### src/logic/pss_cfg.svh
`ifndef PSS_CFG_SVH
`define PSS_CFG_SVH
`define PSS_CLK_KHZ 200000
`define PSS_TON_MS 20
`define PSS_REC_MS 500
`define PSS_KILL_MS 1000
`define PSS_ALERT_MS 500
`define PSS_REL_MS 50
`define PSS_PERIOD_US 2500000
`define PSS_BIAS_ON_US 5000
`define PSS_SETTLE_US 1600
`define PSS_TICK_US 100
`define PSS_TICK_CYC (`PSS_TICK_US * `PSS_CLK_KHZ / 1000)
`endif

### src/logic/pss_pkg.sv
package pss_pkg;
   typedef enum logic [2:0] {
      PSS_OFF = 3'b000,
      PSS_DELAY = 3'b001,
      PSS_ON = 3'b011,
      PSS_REC = 3'b010,
      PSS_FAULT = 3'b110
   } pss_state_e;
   typedef struct packed {
      logic vin_valid;
      logic brownout;
      logic overvolt;
      logic junction_hot;
      logic hard_short;
   } pss_sense_s;
endpackage

### src/logic/pss_sequencer.sv
`timescale 1ns/1ps
`include "pss_cfg.svh"
// Summary of operation
// - valid input starts nominal 20 ms turn-on delay
// - faults masked in delay; close only if clean
// - brownout opens switch, enables discharge
// - brownout clear: discharge off, recovery delay, reclose
// - fault opens enable discharge except OV/thermal/short
// - brownout, thermistor, request faults enable discharge
// - input discharge follows output discharge
// - discharge on battery select below rising level
// - prefer input above switch-over, else battery
// - falling to battery clears request latch
// - switch functions only with input present
// - request held debounce time latches with input
// - latch persists until input power-cycled
// - battery only: unlatched open and disconnect
// - battery only: request low releases disconnect
// - disconnect only for thermistor or request
// - disconnect falls 500 ms after alert rises
// - thermistor release debounced 50 ms on input, one clean sample on battery
// - on battery check every 2.5 s, bias 5 ms, sample 1.6 ms; on input every tick from 1.6 ms into each 2.5 s period
// - thermistor hot drives alert, then opens switch
// - bias rail duty-cycled only on battery
module pss_sequencer #(
   parameter int TICK_CYC = `PSS_TICK_CYC,
   parameter int TICK_US = `PSS_TICK_US
) (
   // clock and reset
   input wire logic core_clk,
   input wire logic rst_b,
   // analog comparator results; vin_valid already carries switch-over hysteresis
   input wire pss_pkg::pss_sense_s sense,
   input wire logic thermistor_inputs,
   // shared alert / request pin
   input wire logic alert_pin_in,
   output logic alert_pin_out,
   output logic alert_pin_oe,
   // battery disconnect, open drain
   output logic battery_disconnect_n_out,
   output logic battery_disconnect_n_oe,
   // power controls
   output logic switch_close,
   output logic inrush_limit,
   output logic out_discharge,
   output logic in_discharge,
   output logic sensor_bias_rail,
   output logic battery_selected
);
   localparam int TON_T = `PSS_TON_MS * 1000 / TICK_US;
   localparam int REC_T = `PSS_REC_MS * 1000 / TICK_US;
   localparam int KILL_T = `PSS_KILL_MS * 1000 / TICK_US;
   localparam int ALERT_T = `PSS_ALERT_MS * 1000 / TICK_US;
   localparam int REL_T = `PSS_REL_MS * 1000 / TICK_US;
   localparam int PER_T = `PSS_PERIOD_US / TICK_US;
   localparam int BIAS_T = `PSS_BIAS_ON_US / TICK_US;
   localparam int SET_T = (`PSS_SETTLE_US + TICK_US - 1) / TICK_US;
   localparam int CW = 16;

   // timebase
   logic [CW-1:0] pre_ff, nxt_pre;
   logic tick_ff, nxt_tick;
   // sequencer
   pss_pkg::pss_state_e st_ff, nxt_st;
   logic [CW-1:0] seq_cnt_ff, nxt_seq_cnt;
   logic was_brownout_ff, nxt_was_brownout;
   // request / thermal
   logic [CW-1:0] kill_cnt_ff, nxt_kill_cnt;
   logic kill_latch_ff, nxt_kill_latch;
   logic kill_act_ff, nxt_kill_act;
   logic [CW-1:0] per_cnt_ff, nxt_per_cnt;
   logic hot_ff, nxt_hot;
   logic [CW-1:0] rel_cnt_ff, nxt_rel_cnt;
   logic [CW-1:0] al_cnt_ff, nxt_al_cnt;
   logic ot_trip_ff, nxt_ot_trip;
   logic vin_d_ff, nxt_vin_d;
   // registered outputs
   logic sw_ff, nxt_sw;
   logic inr_ff, nxt_inr;
   logic dis_ff, nxt_dis;
   logic bias_ff, nxt_bias;
   logic alert_ff, nxt_alert;
   logic bdn_ff, nxt_bdn;
   logic bsel_ff, nxt_bsel;

   logic fault_any;
   logic kill_open;

   // a coarse tick keeps every interval counter narrow
   always_comb begin
      nxt_tick = 1'b0;
      nxt_pre = pre_ff + 1'b1;
      if (pre_ff == CW'(TICK_CYC - 1)) begin
         nxt_pre = '0;
         nxt_tick = 1'b1;
      end
   end

   // thermistor sampling, request debounce and battery disconnect
   always_comb begin
      nxt_per_cnt = per_cnt_ff;
      nxt_hot = hot_ff;
      nxt_rel_cnt = rel_cnt_ff;
      nxt_al_cnt = al_cnt_ff;
      nxt_ot_trip = ot_trip_ff;
      nxt_kill_cnt = kill_cnt_ff;
      nxt_kill_latch = kill_latch_ff;
      nxt_kill_act = kill_act_ff;
      nxt_vin_d = sense.vin_valid;
      nxt_bias = 1'b1;
      if (!sense.vin_valid) begin
         nxt_bias = (per_cnt_ff < CW'(BIAS_T));
      end
      if (tick_ff) begin
         nxt_per_cnt = (per_cnt_ff == CW'(PER_T - 1)) ? '0 : per_cnt_ff + 1'b1;
         // sample once per period on battery, every tick once settled on input
         if ((sense.vin_valid && per_cnt_ff >= CW'(SET_T)) || per_cnt_ff == CW'(SET_T)) begin
            if (thermistor_inputs) begin
               nxt_hot = 1'b1;
               nxt_rel_cnt = '0;
            end else if (hot_ff) begin
               // on battery each sample is a period apart, so one clean sample releases
               if (!sense.vin_valid || rel_cnt_ff >= CW'(REL_T)) begin
                  nxt_hot = 1'b0;
               end
            end
         end
         if (hot_ff && !thermistor_inputs && rel_cnt_ff < CW'(REL_T)) begin
            nxt_rel_cnt = rel_cnt_ff + 1'b1;
         end
         if (hot_ff) begin
            if (al_cnt_ff >= CW'(ALERT_T - 1)) begin
               nxt_ot_trip = 1'b1;
            end else begin
               nxt_al_cnt = al_cnt_ff + 1'b1;
            end
         end
         if (alert_pin_in && !alert_ff && !hot_ff) begin
            if (kill_cnt_ff >= CW'(KILL_T - 1)) begin
               nxt_kill_act = 1'b1;
               if (sense.vin_valid) begin
                  nxt_kill_latch = 1'b1;
               end
            end else begin
               nxt_kill_cnt = kill_cnt_ff + 1'b1;
            end
         end
      end
      if (!hot_ff) begin
         nxt_al_cnt = '0;
         nxt_ot_trip = 1'b0;
      end
      if (!alert_pin_in || alert_ff) begin
         nxt_kill_cnt = '0;
         nxt_kill_act = 1'b0;
      end
      if (vin_d_ff && !sense.vin_valid) begin
         nxt_kill_latch = 1'b0;
      end
   end

   assign kill_open = kill_latch_ff || kill_act_ff;
   assign fault_any = sense.brownout || sense.overvolt || sense.junction_hot || sense.hard_short
                      || ot_trip_ff || kill_open;

   // switch sequencer
   always_comb begin
      nxt_st = st_ff;
      nxt_seq_cnt = seq_cnt_ff;
      nxt_was_brownout = was_brownout_ff;
      if (tick_ff && seq_cnt_ff != '0) begin
         nxt_seq_cnt = seq_cnt_ff - 1'b1;
      end
      case (st_ff)
         pss_pkg::PSS_OFF: begin
            nxt_st = pss_pkg::PSS_DELAY;
            nxt_seq_cnt = CW'(TON_T);
         end
         pss_pkg::PSS_DELAY: begin
            // faults ignored until the count runs out
            if (seq_cnt_ff == '0) begin
               nxt_st = fault_any ? pss_pkg::PSS_FAULT : pss_pkg::PSS_ON;
            end
         end
         pss_pkg::PSS_ON: begin
            if (fault_any) begin
               nxt_st = pss_pkg::PSS_FAULT;
            end
         end
         pss_pkg::PSS_FAULT: begin
            nxt_was_brownout = sense.brownout;
            if (!fault_any) begin
               nxt_st = pss_pkg::PSS_REC;
               nxt_seq_cnt = was_brownout_ff ? CW'(REC_T) : '0;
            end
         end
         pss_pkg::PSS_REC: begin
            if (fault_any) begin
               nxt_st = pss_pkg::PSS_FAULT;
            end else if (seq_cnt_ff == '0) begin
               nxt_st = pss_pkg::PSS_ON;
            end
         end
         default: nxt_st = pss_pkg::PSS_OFF;
      endcase
      if (!sense.vin_valid) begin
         nxt_st = pss_pkg::PSS_OFF;
         nxt_seq_cnt = '0;
      end
   end

   always_comb begin
      nxt_sw = (nxt_st == pss_pkg::PSS_ON);
      nxt_inr = nxt_sw && !sw_ff ? 1'b1 : (inr_ff && nxt_sw && !tick_ff);
      // OV, junction heat and short leave discharge off
      nxt_dis = (nxt_st == pss_pkg::PSS_FAULT && (sense.brownout || ot_trip_ff || kill_open)
                 && !sense.overvolt && !sense.junction_hot && !sense.hard_short)
                || (!sense.vin_valid);
      nxt_alert = hot_ff;
      nxt_bdn = ot_trip_ff || kill_open;
      nxt_bsel = !sense.vin_valid;
   end

   always_ff @(posedge core_clk or negedge rst_b) begin
      if (!rst_b) begin
         pre_ff <= '0;
         tick_ff <= 1'b0;
      end else begin
         pre_ff <= nxt_pre;
         tick_ff <= nxt_tick;
      end
   end

   always_ff @(posedge core_clk or negedge rst_b) begin
      if (!rst_b) begin
         kill_cnt_ff <= '0;
         kill_latch_ff <= 1'b0;
         kill_act_ff <= 1'b0;
         per_cnt_ff <= '0;
         hot_ff <= 1'b0;
         rel_cnt_ff <= '0;
         al_cnt_ff <= '0;
         ot_trip_ff <= 1'b0;
         vin_d_ff <= 1'b0;
         bias_ff <= 1'b0;
      end else begin
         kill_cnt_ff <= nxt_kill_cnt;
         kill_latch_ff <= nxt_kill_latch;
         kill_act_ff <= nxt_kill_act;
         per_cnt_ff <= nxt_per_cnt;
         hot_ff <= nxt_hot;
         rel_cnt_ff <= nxt_rel_cnt;
         al_cnt_ff <= nxt_al_cnt;
         ot_trip_ff <= nxt_ot_trip;
         vin_d_ff <= nxt_vin_d;
         bias_ff <= nxt_bias;
      end
   end

   always_ff @(posedge core_clk or negedge rst_b) begin
      if (!rst_b) begin
         st_ff <= pss_pkg::PSS_OFF;
         seq_cnt_ff <= '0;
         was_brownout_ff <= 1'b0;
      end else begin
         st_ff <= nxt_st;
         seq_cnt_ff <= nxt_seq_cnt;
         was_brownout_ff <= nxt_was_brownout;
      end
   end

   // selector resets to the battery: no input has been proven valid yet
   always_ff @(posedge core_clk or negedge rst_b) begin
      if (!rst_b) begin
         sw_ff <= 1'b0;
         inr_ff <= 1'b0;
         dis_ff <= 1'b0;
         alert_ff <= 1'b0;
         bdn_ff <= 1'b0;
         bsel_ff <= 1'b1;
      end else begin
         sw_ff <= nxt_sw;
         inr_ff <= nxt_inr;
         dis_ff <= nxt_dis;
         alert_ff <= nxt_alert;
         bdn_ff <= nxt_bdn;
         bsel_ff <= nxt_bsel;
      end
   end

   assign switch_close = sw_ff;
   assign inrush_limit = inr_ff;
   assign out_discharge = dis_ff;
   assign in_discharge = dis_ff;
   assign sensor_bias_rail = bias_ff;
   assign battery_selected = bsel_ff;
   assign alert_pin_out = alert_ff;
   assign alert_pin_oe = alert_ff;
   assign battery_disconnect_n_out = 1'b0;
   assign battery_disconnect_n_oe = bdn_ff;
endmodule

### config.mk
export PLATFORM = sky130hd
export DESIGN_NAME = pss_sequencer
export DESIGN_NICKNAME = d
export VERILOG_FILES = /design/src/logic/pss_pkg.sv /design/src/logic/pss_sequencer.sv
export VERILOG_INCLUDE_DIRS = /design/src /design/src/logic
export SDC_FILE = /design/constraint.sdc
export NUM_CORES = 1
export LEC_CHECK = 0
export CAP_MARGIN = 15
export CORE_UTILIZATION = 25
export DETAILED_ROUTE_END_ITERATION = 10
export DONT_BUFFER_PORTS = 1
export GPL_ROUTABILITY_DRIVEN = 0
export PLACE_DENSITY_LB_ADDON = 0.1
export SKIP_CTS_REPAIR_TIMING = 1
export SLEW_MARGIN = 10
export SYNTH_ARGS = -nofsm -noshare
export SYNTH_HDL_FRONTEND = slang
export SYNTH_SLANG_ARGS = --single-unit
### constraint.sdc
create_clock -name core_clk -period 3.3 [get_ports core_clk]
set_input_delay 0.165 -clock core_clk [delete_from_list [all_inputs] [get_ports core_clk]]
set_output_delay 0.165 -clock core_clk [all_outputs]
set_load 0.1 [all_outputs]
==> flow_summary.yaml, run 1 <==
power:
  switching_share: 0.232
  internal_power_mw: 2.58
  combPwrFrac: 0.051
  p_seq_frac: 0.434
  p_switching_mw: 0.779
  peakVddDrop_v: 0.000235
  clkPwrFrac: 0.515
  cellPowerDensity_nw_per_um2: 524
  p_leak_nw: 2.66
routing:
  viasPerCell: 4.62
  drtIter0Drc: 95
  vias: 3840
  wirelength_um: 11300
  wl_per_cell_um: 13.6
  drtPass1Iterations: 6
  ant_nets: 0
  drc: 0
timing:
  timing.fmax_ghz: 0.466
  tightest_slew_ns: 0.946
  rsz0062_at_grt: "no"
  relSlewSlack: 0.370
  setup_viol: 0
  finalSetupTns_ns: 0
  layout_setup_ws_ns: 1.15
  timing.final.crit_share: 0.650
  slew_violations: 0
  hold_viol_final: 2
  timing.hold.ws_ns: -0.00414
  final.setup_skew_ns: 0.00971
  min_period_ns: 2.15
synthesis:
  synthesis.area_um2: 5490
  synth-simple-area-share: 0.272
  synthArstFlopShare: 1.00
  synth_xor_area_frac: 0.110
  synth_compound_area_frac: 0.0583
  syn_nets: 546
  synth_mux_area_frac: 0.00570
  avgSynthCellArea_um2: 10.4
  synth-seq-cells: 113
  ys_types: 59
  synth_edf_count: 0
  synthAdderAreaFrac: 0.0178
  ys_seq_area_frac: 0.515
  synth_top_family_by_area: "simple AND/OR/NAND/NOR gates"
  synthFlopType: "dfrtp_1"
  synthCells: 530
  yosys_warnings: 0
grt:
  antenna_found_initial: 0
  track_usage: 0.111
  grt_pass1_vias: 3848
  grt_first_pass_wirelength_um: 19400
  grt_max_degree: 114
  overflow: 0
critical_path:
  slowest_stage: "o41ai_1"
  startpoint_type: "flip-flop"
  cpPeakStageDelay_ns: 0.48
  worstPathCellList: "nor4_1, nand3_1, o41ai_1, o311ai_0, a211o_1"
  critPathCaptureType: "flip-flop"
  crit_family: "compound AO/OA/AOI/OAI gates"
  worst-path-max-fanout: 4
  cp.arrival_ns: 2.44
  regToRegStartpoint: "per_cnt_ff[12]"
  crit_buf_inv: 0
  required_ns: 3.60
  rr_worst_depth: 5
  path_class: "flip-flop to flip-flop"
  r2r_slack_ns: 1.15
  r2r-end: "hot_ff"
floorplan:
  ioPinCount: 19
  start_util: 0.258
  die_x_um: 150
  core_area_um2: 21300
  num_rows: 53
  die_h_um: 150
  die_area_um2: 22600
place:
  placed_cells: 794
  place_hpwl_um: 7280
  dp_slack_ns: 1.18
  io_buffers: 0
clock_tree:
  root_buffer: "clkbuf_16"
  numCtsBuffers: 17
  clk_pin_slew_ns: 0.05
  cts_sinks: 113
  cts_max_path_buffers: 2
  htree_levels: 4
  cts_tree: "built"
  insertion_delay_ns: 0.41
cells_and_area:
  nets: 559
  final_common_cell: "dfrtp_1"
  drive_gt1_frac: 0.0989
  instances_no_fill: 831
  diodes: 0
  final_cell_mix: "110 x dfrtp_1, 61 x nor2_1, 51 x xnor2_1, 37 x nand2_1, 22 x nand3_1"
  syn2layout_area_growth_pct: 16.8
  final_util: 0.301
outcome:
  outcome: "finished, violations left"
  violations: "hold timing"
worst_hold_path:
  hp-class: "input port to flip-flop"
  hold_path_end: "rel_cnt_ff[5]"
  worstHoldStart: "thermistor_inputs"
  hold_depth: 3
run:
  drv_cap: 0
==> final cells by class <==
class / instances / area [µm²]
sequential: 113 / 2830
fill: 2171 / 14900
multi-input combinational: 391 / 2550
timing repair buffer: 8 / 90.1
clock buffer: 26 / 499
clock inverter: 6 / 55.1
tap: 275 / 344
inverter: 12 / 45.0
==> layer usage <==
metal | global-route usage | vias to the layer above | wire [µm]
met2 | 0.177 | 50 | 5310
met5 | 0 | - | 0
li1 | - | 1891 | -
met4 | 0.0490 | 0 | 178
met1 | 0.138 | 1887 | 5450
met3 | 0.0333 | 12 | 395
==> sequential cells by signal, indices dropped and copies added, names as in the netlist, 3 cells and up <==
name         flops
pre_ff          16
per_cnt_ff      16
st_ff            3
kill_cnt_ff     16
al_cnt_ff       16
rel_cnt_ff      16
seq_cnt_ff      16
==> cells in the mapped netlist, types with 3 or more instances <==
cell type	instances	area share
clkbuf_1	9	0.0062
o31ai_1	3	0.0041
nand3_1	22	0.020
nor3_1	15	0.014
o21ai_0	12	0.011
a21o_1	3	0.0041
dfrtp_1	112	0.51
nand2b_1	3	0.0034
nor2_1	61	0.042
and3_1	6	0.0068
and4_1	6	0.0096
a21oi_1	11	0.010
inv_1	12	0.0082
xnor2_1	51	0.081
nor4_1	20	0.023
nand4_1	15	0.017
nor4b_1	4	0.0064
nor4_2	4	0.0091
nor3b_1	11	0.015
buf_4	4	0.0055
xor2_1	18	0.029
ha_1	7	0.016
nand2_1	37	0.025
nor2b_1	14	0.016
and2_1	17	0.019
or3_1	7	0.0080
==> metrics by stage <==
stage               instance area (µm²)  total power [mW]
floorplan                          5490              1.59
global placement                   5790              1.62
detailed placement                 5790              1.62
CTS                                6350              3.38
global route                       6410              3.51
finish                             6410              3.36
==> power groups by stage <==
stage / sequential [mW] / clock (mW) / combinational, mW
final: 1.46 / 1.73 / 0.171
after global routing: 1.46 / 1.85 / 0.197
after CTS: 1.46 / 1.79 / 0.136
after detailed placement: 1.48 / 0 / 0.136
after global placement: 1.48 / 0 / 0.138
after floorplan: 1.47 / 0 / 0.120
==> cell families after synthesis <==
kind of cell	after synthesis
xor+xnor	69
mux	3
buf+inv	26
simple gates	262
flops	113
fa+ha+maj	8
other cells	1
compound gates	48
==> tightest hold or removal path, stage by stage <==
cell,delay [ns]
nor4_1,0.04
xnor2_1,0.13
nor2_1,0.04
==> worst max-delay path by stage <==
stage | depth (start not counted) | start | to | slack (ns)
6_report | 5 | per_cnt_ff[12] | hot_ff | 1.15
3_5_place_dp | 5 | per_cnt_ff[12] | hot_ff | 1.18
4_1_cts | 5 | per_cnt_ff[12] | hot_ff | 1.14
2_1_floorplan | 5 | seq_cnt_ff[7] | seq_cnt_ff[15] | 1.38
3_3_place_gp | 5 | per_cnt_ff[12] | hot_ff | 1.26
5_1_grt | 5 | per_cnt_ff[12] | hot_ff | 0.89
No activity file was read; power rests on OpenSTA's default activity.
==> inputs of run 2 (changes only) <==
==> constraint.sdc (replaced) <==
create_clock -name core_clk -period 1.81 [get_ports core_clk]
set_input_delay 0.0905 -clock core_clk [delete_from_list [all_inputs] [get_ports core_clk]]
set_output_delay 0.0905 -clock core_clk [all_outputs]
set_load 0.1 [all_outputs]
==> run 2 against run 1 <==
Net effect: the run ends with hold timing, setup timing left; clock power rose by 100%; critical path depth did not move; sequential share of layout area is 6.0 points lower; register-to-register slack got worse by 1.3 ns; non-clock buffer count increased by 85; worst hold slack worse by 0.63 ns; cell area increased by 16%; first-iteration DRC count increased by 8.4%; final cell count up 10%; total power rose by 94%; clock-buffer cell count is 3 lower; sequential cell count is the same.
==> flow_summary.yaml, run 2 (synthesis gave the netlist of run 1 again) <==
outcome:
  outcome: "finished, violations left"
  violations: "hold timing, setup timing"
routing:
  viasPerCell: 4.57
  wirelength_um: 12500
  wl_per_cell_um: 13.6
  highest_layer: "met4"
  ant_nets: 0
  drc: 0
  wl_met2_um: 5800
  met3_length_um: 366
  drtIter0Drc: 103
  drtPass1Iterations: 5
  wl_met1_um: 6130
  vias: 4191
worst_hold_path:
  hp-class: "input port to async pin"
timing:
  timing.final.crit_share: 1.07
  hold_viol_final: 116
  relSlewSlack: 0.632
  timing.hold.ws_ns: -0.631
  rsz0062_at_grt: "yes"
  slew_violations: 0
  tightest_slew_ns: 0.538
  final.setup_skew_ns: 0.0133
  layout_setup_ws_ns: -0.124
  min_period_ns: 1.93
  setup_viol: 7
  timing.fmax_ghz: 0.517
clock_tree:
  htree_levels: 4
  insertion_delay_ns: 0.42
  cts_max_path_buffers: 2
  cts_tree: "built"
  cts_sinks: 113
  clk_pin_slew_ns: 0.05
  numCtsBuffers: 17
  root_buffer: "clkbuf_16"
cells_and_area:
  final_common_cell: "dfrtp_1"
  final_util: 0.349
  instances_no_fill: 917
  syn2layout_area_growth_pct: 35.3
  drive_gt1_frac: 0.282
  nets: 645
  diodes: 0
  final_cell_mix: "109 x dfrtp_1, 83 x buf_4, 60 x nor2_1, 50 x xnor2_1, 36 x nand2_1"
floorplan:
  die_area_um2: 22600
  ioPinCount: 19
  num_rows: 53
  die_h_um: 150
  start_util: 0.258
  die_x_um: 150
  core_area_um2: 21300
grt:
  grt_pass1_vias: 4245
  overflow: 0
  grt_first_pass_wirelength_um: 20800
  grt_max_degree: 114
  track_usage: 0.120
  antenna_found_initial: 0
run:
  drv_cap: 0
place:
  placed_cells: 875
  dp_slack_ns: -0.159
  place_hpwl_um: 8330
  io_buffers: 0
power:
  p_leak_nw: 3.23
  peakVddDrop_v: 0.000437
  cellPowerDensity_nw_per_um2: 878
critical_path:
  required_ns: 2.10
  path_class: "flip-flop to flip-flop"
  cp.arrival_ns: 2.22
  critPathCaptureType: "flip-flop"
  worst-path-max-fanout: 4
  startpoint_type: "flip-flop"
run 2: cell types whose count changed in the layout (fill, tap and decap cells not counted), moves of 4 or more:
cell     change
buf_4       +80
nor4_1      -10
nor4_4       +6
nor3_1       -5
buf_6        +4
nor3_2       +4
nor3b_1      -4
nor3b_2      +4
nor4_2       +4
run 2: cell type report:
type	instances	area, µm²
well taps	275	344
multi-input cells	392	2840
clock buffers	23	488
inverters	12	45.0
fillers	2128	13900
clock inverters	9	129
flip-flops and latches	113	2830
repair buffers	93	748
run 2: metrics by stage:
stage | total power, mW | hold WS, ns | TNS [ns] | cell area (µm²)
2_1_floorplan | 2.90 | -0.205 | -0.180 | 5510
3_3_place_gp | 3.03 | -0.202 | -1.77 | 6440
3_5_place_dp | 3.03 | -0.202 | -2.39 | 6440
4_1_cts | 6.59 | -0.656 | -3.03 | 7060
5_1_grt | 6.80 | -0.665 | -3.27 | 7430
6_report | 6.52 | -0.631 | -0.279 | 7430
run 2: metal layers:
| layer | GRT usage | vias up |
|---|---|---|
| met5 | 0 | - |
| met3 | 0.0388 | 18 |
| met2 | 0.187 | 42 |
| met1 | 0.153 | 2078 |
| met4 | 0.0455 | 0 |
| li1 | - | 2053 |
run 2: report_power, final:
part / switching [mW] / internal [mW]
logic: 0.223 / 0.193
clock network: 1.17 / 2.30
registers: 0.0613 / 2.57
run 2: critical path: stages, from the launching register on:
cell	delay, ns
dfrtp_1	0.38
or4_4	0.58
or3_4	0.38
buf_4	0.16
o31ai_2	0.22
a21oi_2	0.09
run 2: path summary, 6_finish.rpt:
kind / slack, ns / end / depth (start not counted) / startpoint
setup reg to reg: -0.12 / seq_cnt_ff[14] / 5 / seq_cnt_ff[9]
max in group asynchronous: 2.24 / battery_selected / 0 / rst_b
setup / recovery: -0.12 / seq_cnt_ff[14] / 5 / seq_cnt_ff[9]
hold / removal: -0.63 / seq_cnt_ff[11] / 0 / rst_b
hold reg to reg: 0.46 / per_cnt_ff[15] / 1 / per_cnt_ff[15]
min in group core_clk: -0.03 / kill_act_ff / 2 / alert_pin_in
